<file path="config.mk">
export PLATFORM = sky130hd
export DESIGN_NAME = agc_status_page_dither_regs
export DESIGN_NICKNAME = d
export VERILOG_FILES = /design/src/design/agc_regs_pkg.sv /design/src/design/agc_status_page_dither_regs.sv /design/src/design/signal_debounce.sv
export SDC_FILE = /design/constraint.sdc
export NUM_CORES = 1
export LEC_CHECK = 0
export BUFFER_PORTS_ARGS = -buffer_cell sky130_fd_sc_hd__buf_2
export CAP_MARGIN = 30
export CELL_PAD_IN_SITES_DETAIL_PLACEMENT = 0
export CELL_PAD_IN_SITES_GLOBAL_PLACEMENT = 1
export CORE_ASPECT_RATIO = 1.2
export CORE_MARGIN = 1.5
export CORE_UTILIZATION = 37
export CTS_CLUSTER_SIZE = 30
export DETAILED_ROUTE_END_ITERATION = 12
export PLACE_DENSITY_LB_ADDON = 0.08
export SYNTH_ARGS = -nofsm -noshare
export SYNTH_HDL_FRONTEND = slang
export SYNTH_HIERARCHICAL = 1
export SYNTH_SLANG_ARGS = --single-unit
</file>
<file path="constraint.sdc">
create_clock -name i_core_clk -period 2.5 [get_ports i_core_clk]
set_clock_uncertainty 0.15 [all_clocks]
set_input_delay 0.125 -clock i_core_clk [delete_from_list [all_inputs] [get_ports i_core_clk]]
set_output_delay 0.125 -clock i_core_clk [all_outputs]
set_load 0.01 [all_outputs]
</file>
<file path="src/design/agc_regs_pkg.sv">
package agc_regs_pkg;
  localparam logic [6:0] PAGE_SELECT_OFS    = 7'h00;
  localparam logic [6:0] DITHER_OFS         = 7'h1a;
  localparam logic [6:0] DEBOUNCE_OFS       = 7'h64;
  localparam logic [6:0] GAIN_STATUS_OFS    = 7'h65;
  localparam logic [7:0] PAGE_ZERO          = 8'h00;
  localparam logic [7:0] PAGE_ONE           = 8'h01;
  localparam logic [7:0] PAGE_SELECT_RST    = 8'h00;
  localparam logic [7:0] DITHER_RST         = 8'h00;
  localparam logic [3:0] DEBOUNCE_RST       = 4'h0;
  localparam logic [7:0] GAIN_STATUS_RST    = 8'h00;
  localparam logic [7:0] GAIN_MAX_CODE      = 8'h50;
  localparam logic [7:0] GAIN_MIN_CODE      = 8'he8;
  localparam logic [7:0] RESERVED_READ      = 8'h00;
  localparam logic [6:0] PAGE0_RSVD_FIRST      = 7'h66;
  localparam logic [6:0] PAGE1_RSVD_LOW_FIRST  = 7'h01;
  localparam logic [6:0] PAGE1_RSVD_LOW_LAST   = 7'h19;
  localparam logic [6:0] PAGE1_RSVD_HIGH_FIRST = 7'h1b;
  localparam logic [6:0] PAGE1_RSVD_HIGH_LAST  = 7'h32;
  localparam int         DEBOUNCE_CNT_W     = 17;
  localparam int         DEBOUNCE_FIELD_LSB = 0;
  localparam int         LEFT_OFFSET_LSB    = 4;
  localparam int         RIGHT_OFFSET_LSB   = 0;
endpackage : agc_regs_pkg

</file>
<file path="src/design/agc_status_page_dither_regs.sv">
`timescale 1ns/100ps
module agc_status_page_dither_regs
(
  input  wire logic       i_core_clk,
  input  wire logic       i_resetn,
  input  wire logic       i_reg_wr,
  input  wire logic       i_reg_rd,
  input  wire logic [6:0] i_reg_addr,
  input  wire logic [7:0] i_reg_wdata,
  output logic      [7:0] o_reg_rdata,
  output logic            o_reg_rvalid,
  input  wire logic       i_sample_tick,
  input  wire logic       i_agc_signal_raw,
  input  wire logic       i_agc_gain_update,
  input  wire logic [7:0] i_agc_gain,
  output logic            o_agc_signal_qualified,
  output logic      [7:0] o_page,
  output logic      [3:0] o_left_dc_offset,
  output logic      [3:0] o_right_dc_offset
);
  logic [7:0] page_r;
  logic [7:0] page_nxt;
  logic [7:0] dither_r;
  logic [7:0] dither_nxt;
  logic [3:0] debounce_r;
  logic [3:0] debounce_nxt;
  logic [7:0] gain_r;
  logic [7:0] gain_nxt;
  logic [7:0] rdata_r;
  logic [7:0] rdata_nxt;
  logic       rvalid_r;
  logic       rvalid_nxt;
  logic       on_page0;
  logic       on_page1;
  logic       sel_page;
  logic       sel_debounce;
  logic       sel_gain;
  logic       sel_dither;
  logic       rsvd_page0;
  logic       rsvd_page1_low;
  logic       rsvd_page1_high;
  logic       rsvd_hit;
  logic       wr_page;
  logic       wr_debounce;
  logic       wr_dither;
  logic       gain_above;
  logic       gain_below;
  logic [7:0] gain_clamped;
  logic [3:0] offset_view [2];

  assign o_page       = page_r;
  assign o_reg_rdata  = rdata_r;
  assign o_reg_rvalid = rvalid_r;

  // Offset channel 0 feeds the right converter input, channel 1 the left
  for (genvar ch = 0; ch < 2; ch++)
  begin : g_offset_view
    localparam int LSB = (ch == 0) ? agc_regs_pkg::RIGHT_OFFSET_LSB
                                   : agc_regs_pkg::LEFT_OFFSET_LSB;
    assign offset_view[ch] = dither_r[LSB +: 4];
  end
  assign o_left_dc_offset  = offset_view[1];
  assign o_right_dc_offset = offset_view[0];

  // Page select sits at location 0 of every page, so the host can always leave a page
  assign on_page0     = (page_r == agc_regs_pkg::PAGE_ZERO);
  assign on_page1     = (page_r == agc_regs_pkg::PAGE_ONE);
  assign sel_page     = (i_reg_addr == agc_regs_pkg::PAGE_SELECT_OFS);
  assign sel_debounce = on_page0 && (i_reg_addr == agc_regs_pkg::DEBOUNCE_OFS);
  assign sel_gain     = on_page0 && (i_reg_addr == agc_regs_pkg::GAIN_STATUS_OFS);
  assign sel_dither   = on_page1 && (i_reg_addr == agc_regs_pkg::DITHER_OFS);

  // Reserved ranges hold no storage; the page 0 range runs to the top of the space
  assign rsvd_page0      = on_page0
                           && (i_reg_addr >= agc_regs_pkg::PAGE0_RSVD_FIRST);
  assign rsvd_page1_low  = on_page1
                           && (i_reg_addr >= agc_regs_pkg::PAGE1_RSVD_LOW_FIRST)
                           && (i_reg_addr <= agc_regs_pkg::PAGE1_RSVD_LOW_LAST);
  assign rsvd_page1_high = on_page1
                           && (i_reg_addr >= agc_regs_pkg::PAGE1_RSVD_HIGH_FIRST)
                           && (i_reg_addr <= agc_regs_pkg::PAGE1_RSVD_HIGH_LAST);
  assign rsvd_hit        = rsvd_page0 || rsvd_page1_low || rsvd_page1_high;

  // A write into a reserved range is dropped
  assign wr_page     = i_reg_wr && sel_page;
  assign wr_debounce = i_reg_wr && sel_debounce && !rsvd_hit;
  assign wr_dither   = i_reg_wr && sel_dither && !rsvd_hit;

  signal_debounce u_signal_debounce
  (
    .i_core_clk    (i_core_clk),
    .i_resetn      (i_resetn),
    .i_sample_tick (i_sample_tick),
    .i_code        (debounce_r),
    .i_raw         (i_agc_signal_raw),
    .o_qualified   (o_agc_signal_qualified)
  );

  // Saturate rather than wrap, so a reserved gain code never reaches the status register
  assign gain_above = !i_agc_gain[7] && (i_agc_gain > agc_regs_pkg::GAIN_MAX_CODE);
  assign gain_below = i_agc_gain[7] && (i_agc_gain < agc_regs_pkg::GAIN_MIN_CODE);

  always_comb
  begin
    gain_clamped = i_agc_gain;
    if (gain_above)
      gain_clamped = agc_regs_pkg::GAIN_MAX_CODE;
    else if (gain_below)
      gain_clamped = agc_regs_pkg::GAIN_MIN_CODE;
    // Only the gain engine updates this register; host writes never reach it
    gain_nxt = gain_r;
    if (i_agc_gain_update)
      gain_nxt = gain_clamped;
  end

  always_ff @(posedge i_core_clk or negedge i_resetn)
  begin
    if (!i_resetn)
    begin
      gain_r <= agc_regs_pkg::GAIN_STATUS_RST;
    end
    else
    begin
      gain_r <= gain_nxt;
    end
  end

  always_comb
  begin
    page_nxt = page_r;
    // Any value is stored; keeping to valid pages is left to the host
    if (wr_page)
      page_nxt = i_reg_wdata;
  end

  always_ff @(posedge i_core_clk or negedge i_resetn)
  begin
    if (!i_resetn)
    begin
      page_r <= agc_regs_pkg::PAGE_SELECT_RST;
    end
    else
    begin
      page_r <= page_nxt;
    end
  end

  always_comb
  begin
    debounce_nxt = debounce_r;
    // Only the code field is stored, so the reserved top bits always read zero
    if (wr_debounce)
      debounce_nxt = i_reg_wdata[agc_regs_pkg::DEBOUNCE_FIELD_LSB +: 4];
  end

  always_ff @(posedge i_core_clk or negedge i_resetn)
  begin
    if (!i_resetn)
    begin
      debounce_r <= agc_regs_pkg::DEBOUNCE_RST;
    end
    else
    begin
      debounce_r <= debounce_nxt;
    end
  end

  always_comb
  begin
    dither_nxt = dither_r;
    // Both offset fields change together in one write
    if (wr_dither)
      dither_nxt = i_reg_wdata;
  end

  always_ff @(posedge i_core_clk or negedge i_resetn)
  begin
    if (!i_resetn)
    begin
      dither_r <= agc_regs_pkg::DITHER_RST;
    end
    else
    begin
      dither_r <= dither_nxt;
    end
  end

  always_comb
  begin
    // A read in the same cycle as a write returns the value from before the write
    rvalid_nxt = i_reg_rd;
    rdata_nxt  = agc_regs_pkg::RESERVED_READ;
    if (i_reg_rd)
    begin
      if (sel_page)
        rdata_nxt = page_r;
      else if (sel_debounce)
        rdata_nxt = {4'h0, debounce_r};
      else if (sel_gain)
        rdata_nxt = gain_r;
      else if (sel_dither)
        rdata_nxt = dither_r;
      else if (rsvd_hit)
        rdata_nxt = agc_regs_pkg::RESERVED_READ;
      else
        rdata_nxt = agc_regs_pkg::RESERVED_READ;
    end
  end

  always_ff @(posedge i_core_clk or negedge i_resetn)
  begin
    if (!i_resetn)
    begin
      rdata_r  <= agc_regs_pkg::RESERVED_READ;
      rvalid_r <= 1'b0;
    end
    else
    begin
      rdata_r  <= rdata_nxt;
      rvalid_r <= rvalid_nxt;
    end
  end
endmodule : agc_status_page_dither_regs

</file>
<file path="src/design/signal_debounce.sv">
`timescale 1ns/100ps
module signal_debounce
(
  input  wire logic       i_core_clk,
  input  wire logic       i_resetn,
  input  wire logic       i_sample_tick,
  input  wire logic [3:0] i_code,
  input  wire logic       i_raw,
  output logic            o_qualified
);
  localparam int CW = agc_regs_pkg::DEBOUNCE_CNT_W;

  logic [CW-1:0] cnt_r;
  logic [CW-1:0] cnt_nxt;
  logic [CW-1:0] limit;
  logic          qual_r;
  logic          qual_nxt;

  assign o_qualified = qual_r;

  always_comb
  begin
    // Code 0 means no debounce, code n waits 4 << (n-1) sample periods
    if (i_code == 4'h0)
      limit = '0;
    else
      limit = CW'(17'h00004 << (i_code - 4'h1));
    cnt_nxt  = cnt_r;
    qual_nxt = qual_r;
    if (i_raw == qual_r)
      cnt_nxt = '0;
    else if (cnt_r >= limit)
    begin
      qual_nxt = i_raw;
      cnt_nxt  = '0;
    end
    else if (i_sample_tick)
      cnt_nxt = cnt_r + CW'(1);
  end

  always_ff @(posedge i_core_clk or negedge i_resetn)
  begin
    if (!i_resetn)
    begin
      cnt_r  <= '0;
      qual_r <= 1'b0;
    end
    else
    begin
      cnt_r  <= cnt_nxt;
      qual_r <= qual_nxt;
    end
  end
endmodule : signal_debounce

</file>
# [After elaboration in Yosys (flattened, before gate mapping)]
# Cells that the tools add are included.
[classes] eq_ne=5 magnitude_cmp=8 n_shift=1 addsub=2 reduce_logical=24 bitwise_logic=1 muxes=11
[ops] operator="$mux 17" n=4
[ops] operator="$mux 8" n=7
[ops] operator="$add 17x1->17 const B" n=1
[ops] operator="$ge 17x17->1" n=1
[ops] operator="$shl 3x4->17 const A" n=1
[ops] operator="$logic_and 1x1->1" n=15
[ops] operator="$eq 7x7->1 const B" n=2
[ops] operator="$eq 8x1->1 const B" n=1
[ops] operator="$gt 8x7->1 const B" n=1
[ops] operator="$logic_not 8->1" n=1
[ops] operator="$lt 8x8->1 const B" n=1
[ops] operator="$eq 7x5->1 const B" n=1
[ops] operator="$ge 7x1->1 const B" n=1
[ops] operator="$ge 7x5->1 const B" n=1
[ops] operator="$ge 7x7->1 const B" n=1
[ops] operator="$le 7x5->1 const B" n=1
[ops] operator="$le 7x6->1 const B" n=1
[ops] operator="$logic_not 7->1" n=1
[ops] operator="$logic_not 4->1" n=1
[ops] operator="$sub 4x1->4 const B" n=1
[ops] operator="$reduce_bool 3->1" n=1
[ops] operator="$logic_not 1->1" n=2
[ops] operator="$logic_or 1x1->1" n=2
[ops] operator="$reduce_and 2->1" n=1
[ops] operator="2 further kinds" n=2
[word_totals] output_inout_bits=26 reg_bits=55 elab_cells=60 input_bits=30

# [Logic depth before layout (Yosys ltp)]
[depth] depth_word=7 ltp_mapped=9 depth_no_buf=8

# [Hierarchy]
# The synthesis kept the hierarchy.
[modules_own_cells] module="agc_status_page_dither_regs" seq_area_each_um2=925.9 area_per_inst_um2=1736.7 n_inst=1 cells_each=145
[modules_own_cells] module="signal_debounce" seq_area_each_um2=450.4 area_per_inst_um2=1378.8 n_inst=1 cells_each=145

# [Worst setup path before layout]
# No wires, ideal clock.
[synth_timing] path_kind="register to register" from="register debounce_r[3]" to="register u_signal_debounce.qual_r, in the netlist u_signal_debounce/o_qualified" path_stages_with_launch=9 synth_period_minus_slack_ns=2.408 required_time_ns=2.225 setup_slack_ns=0.092 arrival_ns=2.133 setup_ns=0.125 path_buffers=0 path_cell_list="dfrtp_1 > nor2b_1 > nand3_1 > ha_1 > and4_1 > nand2_1 > o221a_1 > o211a_1 > mux2_4"
[synth_between] elab_chain_cells=5 elab_cells_between_ends=6 cone_classes="add/sub: 1; order compare: 1; shift: 1; mux: 1; reduce/logical: 2"
[synth_lines] item="start: declaration" line_no="agc_status_page_dither_regs.sv:25" text="logic [3:0] debounce_r;"
[synth_lines] item="start signal: assignment" line_no="agc_status_page_dither_regs.sv:160" text="debounce_r <= agc_regs_pkg::DEBOUNCE_RST;"
[synth_lines] item="start signal: assignment" line_no="agc_status_page_dither_regs.sv:164" text="debounce_r <= debounce_nxt;"
[synth_lines] item="$sub 4x1->4" line_no="signal_debounce.sv:27" text="limit = CW'(17'h00004 << (i_code - 4'h1));"
[synth_lines] item="$shl 3x4->17" line_no="signal_debounce.sv:27"
[synth_lines] item="$mux 17 (*)" line_no="signal_debounce.sv:24" text="if (i_code == 4'h0)"
[synth_lines] item="$ge 17x17->1 (*)" line_no="signal_debounce.sv:32" text="else if (cnt_r >= limit)"
[synth_lines] item="$reduce_and 2->1 (no source line) (*)"
[synth_lines] item="end signal: assignment" line_no="signal_debounce.sv:51" text="qual_r <= qual_nxt;"
[synth_lines] item="end: declaration" line_no="signal_debounce.sv:16" text="logic qual_r;"
# Mark *: on every way between the ends. The rest lies on a longest branch, timed or not.
# A chain may end at the register's enable or synchronous reset.

# [Worst setup path after layout]
# Ends and elaborated chain as after synthesis.

==> impl_summary.log <==
INFO  metric timing.slew.headroom = between 70% and 80%
INFO  metric end_point_of_the_most_critical_hold_path = gain_r[6]
INFO  metric dr_wl_met3 = approximately 150 microns
INFO  metric worst_setup_path_start_kind = flip-flop
INFO  metric critical_path.endpoint_type = flip-flop
INFO  metric ioPinCount = 56
INFO  metric ant_nets = 0
INFO  metric crit_slowest_cell = sky130_fd_sc_hd__dfrtp_1
INFO  metric yosysTopAreaCell = sky130_fd_sc_hd__dfrtp_1
INFO  metric worstPathMaxFanout = 4
INFO  metric worst_ep_required_time = ~2500 ps
INFO  metric route.met2.wl = a little under 4 mm
INFO  metric met1_length = 3.323 mm
INFO  metric height_of_the_die = between 100 and 150 microns
INFO  metric clock_sinks = 55
INFO  metric timing.hold.worst_path_depth = 3
INFO  metric via_count_of_the_first_global_routing_pass = roughly 2600
INFO  metric synth-async-reset-ratio = between 90% and 100%
INFO  metric cp_cell_sequence = buf_6 -> buf_4 -> nand4_1 -> ha_1 -> and4_4 -> nand4_1 -> a211o_1 -> o211a_1 -> mux2_4
INFO  metric insertion_delay = 300 ps
INFO  metric syn_to_final_growth = 28.63%
INFO  metric rows = 36
INFO  metric drt-wirelength-per-cell = around 15 microns
INFO  metric cell_type_with_the_highest_occurrence_count_on_the_critical_path = sky130_fd_sc_hd__nand4_1
INFO  metric tightestPinTransition = ~410 ps
INFO  metric register_bit_total_from_synthesis = between 50 and 60
INFO  metric initialDrtViolationCount = 83
INFO  metric timing.hold.worst.class = in2reg
INFO  metric layout.nets = roughly 430
INFO  metric p_leak = 1.884 nW
INFO  metric cp_top_family = simple AND/OR/NAND/NOR gates
INFO  metric die_x = 86.77 microns
INFO  metric start_util = approximately two fifths
INFO  metric design.core.area = slightly above 8000 sq um
INFO  metric layout.core_utilization = between 40% and 50%
INFO  metric yosys.area.top_type_share = between 40% and 50%
INFO  metric r2r-end = u_signal_debounce/o_qualified
INFO  metric synth.yosys.warnings = 6
INFO  metric setup_ws = ~80 ps
INFO  metric rsz0062_at_grt = no
INFO  metric tritoncts.num_buffers = 5
INFO  metric tritoncts = done
INFO  metric grt_pass1_wl = around 13 mm
INFO  metric fp.dieArea = 8982 sq um
INFO  metric slew_viol_final = 0
INFO  metric fin_worst_hold_slack = between 20 and 30 ps
INFO  metric finish.instance_area = 4008 sq um
INFO  metric timing.fmax = between 400 and 500 MHz
INFO  metric drive_above_1_share = 36.10%
INFO  metric worst_setup_hold_path_clk_slew = about 100 ps
INFO  metric hp-start = i_agc_gain[6]
INFO  metric worstReg2RegStart = debounce_r[3]
INFO  metric ff2ff_setup_slack = about 80 ps
INFO  metric grt_util_all_layers = 18.10%
INFO  metric synth_nets = around 340
INFO  metric clock_tree.htree_level_count = 2
INFO  metric placed_cell_area = about 3700 sq um
INFO  metric synth.top_cells.by_area = sky130_fd_sc_hd__dfrtp_1 (44%), sky130_fd_sc_hd__mux2_2 (7.6%), sky130_fd_sc_hd__ha_1 (6.8%)
INFO  metric finalWorstPathRequiredPeriod = approximately 2400 ps
INFO  metric timing.reg2reg.worst_path_depth = 9
INFO  metric yosysUniqueCellTypes = 47
INFO  metric postSynthCellCount = 290
INFO  metric detailedRoute.firstPassIterationCount = 4
INFO  metric detail_route.vias_per_cell = approximately 5.0
INFO  metric ir_drop = approximately 0.21 mV
INFO  metric mappedNetlistArea = between 3000 and 4000 sq um
INFO  metric max-cap-violations = 0
INFO  metric port_buffers = 55
INFO  metric run_status = completed
INFO  metric synth-edff-count = 0
INFO  metric dpl_worst_slack = -77.96 ps
INFO  metric worst_ep_arrival_time = 2460 ps
INFO  metric path_class = reg2reg
INFO  metric timing.critical_path.slowest_cell_delay = between 400 and 500 ps
INFO  metric vias = around 2500
INFO  metric place.detailed.hpwl = 5.907 mm
INFO  metric layout.filler_cells = between 700 and 800
INFO  metric timing_hold_violations_final = 0
INFO  metric cts_buffer_depth = 2
INFO  metric timing.final.crit_share = between 90% and 100%
INFO  metric grt_start_max_net_pins = 28
INFO  metric ys_seq_area_share = between 40 and 50%
INFO  metric final-setup-viol-count = 0
INFO  metric grt_antenna_before_repair = 0
INFO  metric route.detailed.drc = 0
INFO  metric globalRouteOverflowTotal = 0
INFO  metric antenna_cells = 0
INFO  metric drt-total-wl = roughly 7.6 mm
INFO  metric dr.max_layer_used = met4
INFO  metric synth_area_per_cell = between 10 and 15 sq um
INFO  metric place.gp.congestion = 0.8336
INFO  metric postSynth.topFlopCell = sky130_fd_sc_hd__dfrtp_1
INFO  metric crit_buf_inv = 2
INFO  metric cts.root.buffer_cell = sky130_fd_sc_hd__clkbuf_8
INFO  metric power_density = around 460 nW/um^2
-- worst max path at each step --
stage,startpoint,cells past startpoint,slack [ps],to
floorplan,debounce_r[3],8,90,u_signal_debounce/o_qualified
global placement,debounce_r[1],8,-10,u_signal_debounce/o_qualified
detailed placement,debounce_r[1],8,-80,u_signal_debounce/o_qualified
CTS,debounce_r[2],9,3,u_signal_debounce/o_qualified
global route,debounce_r[3],9,5,u_signal_debounce/o_qualified
finish,debounce_r[3],9,80,u_signal_debounce/o_qualified
-- cell families (layout without fill, tap and decap cells) --
family	count (synthesis)	in the layout	synth area share, %
simple gates	107	107	20.40
flops	55	55	44.18
compound gates	43	43	10.48
mux	27	27	9.679
buf+inv	23	118	3.333
fa+ha+maj	18	18	7.148
xor+xnor	17	17	4.779
-- worst reg2reg max path, delay by kind of cell (launching register included) --
kind | cells | cell delay (ps)
compound gates | 2 | 410
buf+inv | 2 | 270
flops | 1 | 430
mux | 1 | 290
fa+ha+maj | 1 | 320
simple gates | 3 | 450
-- cell usage in the layout (no fill, tap or decap), types with 7 or more instances in the layout --
cell                            count
sky130_fd_sc_hd__nand2_1           23
sky130_fd_sc_hd__nand4_1            9
sky130_fd_sc_hd__inv_1             18
sky130_fd_sc_hd__xnor2_1            7
sky130_fd_sc_hd__nor2_1            12
sky130_fd_sc_hd__nor3_2             7
sky130_fd_sc_hd__nand3_1           11
sky130_fd_sc_hd__dfrtp_1           52
sky130_fd_sc_hd__buf_4             17
sky130_fd_sc_hd__buf_2             55
sky130_fd_sc_hd__nor3_1            19
sky130_fd_sc_hd__ha_1              16
sky130_fd_sc_hd__xor2_1            10
sky130_fd_sc_hd__mux2_2            21
sky130_fd_sc_hd__dlygate4sd3_1     17
sky130_fd_sc_hd__a21oi_1            8
sky130_fd_sc_hd__o21ai_0           11
-- per-layer routing --
layer  GRT usage (%)  vias up
met2           31.19       44
met4           7.373        0
met3           2.231       16
li1                -     1245
met1           22.55     1180
met5               0        -
-- cell usage after synthesis, types with 3 or more instances --
master,n
sky130_fd_sc_hd__a21oi_1,8
sky130_fd_sc_hd__a221o_1,3
sky130_fd_sc_hd__a22o_1,4
sky130_fd_sc_hd__and4_1,3
sky130_fd_sc_hd__dfrtp_1,55
sky130_fd_sc_hd__ha_1,17
sky130_fd_sc_hd__inv_1,18
sky130_fd_sc_hd__mux2_2,21
sky130_fd_sc_hd__mux2i_1,5
sky130_fd_sc_hd__nand2_1,23
sky130_fd_sc_hd__nand3_1,12
sky130_fd_sc_hd__nand4_1,9
sky130_fd_sc_hd__nor2_1,14
sky130_fd_sc_hd__nor2b_1,5
sky130_fd_sc_hd__nor3_1,20
sky130_fd_sc_hd__nor3_2,6
sky130_fd_sc_hd__o21ai_0,11
sky130_fd_sc_hd__o32a_2,4
sky130_fd_sc_hd__xnor2_1,7
sky130_fd_sc_hd__xor2_1,10
-- timing repair --
action                                  CTS  global route
pin swaps                                 0             3
hold buffers                             17             0
hold endpoints to repair                 57             0
gates resized for setup                   4            15
buffers inserted                          0             1
endpoints found under the setup margin    1            18
-- flip-flops by register name, summed over array words and instances, names as in the netlist --
register / flops
gain_r: 8
o_reg_rdata: 8
o_reg_rvalid: 1
debounce_r: 4
o_page: 8
u_signal_debounce/cnt_r: 17
u_signal_debounce/o_qualified: 1
dither_r: 8
-- final cells by class --
type / instances / area [sq um] / share of cell area [%]
sequential: 55 / 1380 / 34.44
inverter: 18 / 67.56 / 1.686
clock buffer: 7 / 86.33 / 2.154
timing repair buffer: 92 / 624.3 / 15.58
multi-input combinational: 212 / 1698 / 42.37
tap: 114 / 142.6 / 3.559
clock inverter: 1 / 8.758 / 0.2185
-- where the power goes --
group | internal [mW] | switching [mW]
Sequential | 0.926 | 0.0433
Combinational | 0.167 | 0.175
Clock | 0.228 | 0.292
-- stage by stage --
step           cells  setup TNS (ps)  total power, mW
6_report         499               0            1.832
5_1_grt          499               0            1.935
4_1_cts          498               0            1.855
3_5_place_dp     473          -77.96            1.298
3_3_place_gp     473          -12.10            1.295
2_1_floorplan    290               0            1.138
Note: power is estimated with default switching activity, not from simulation.
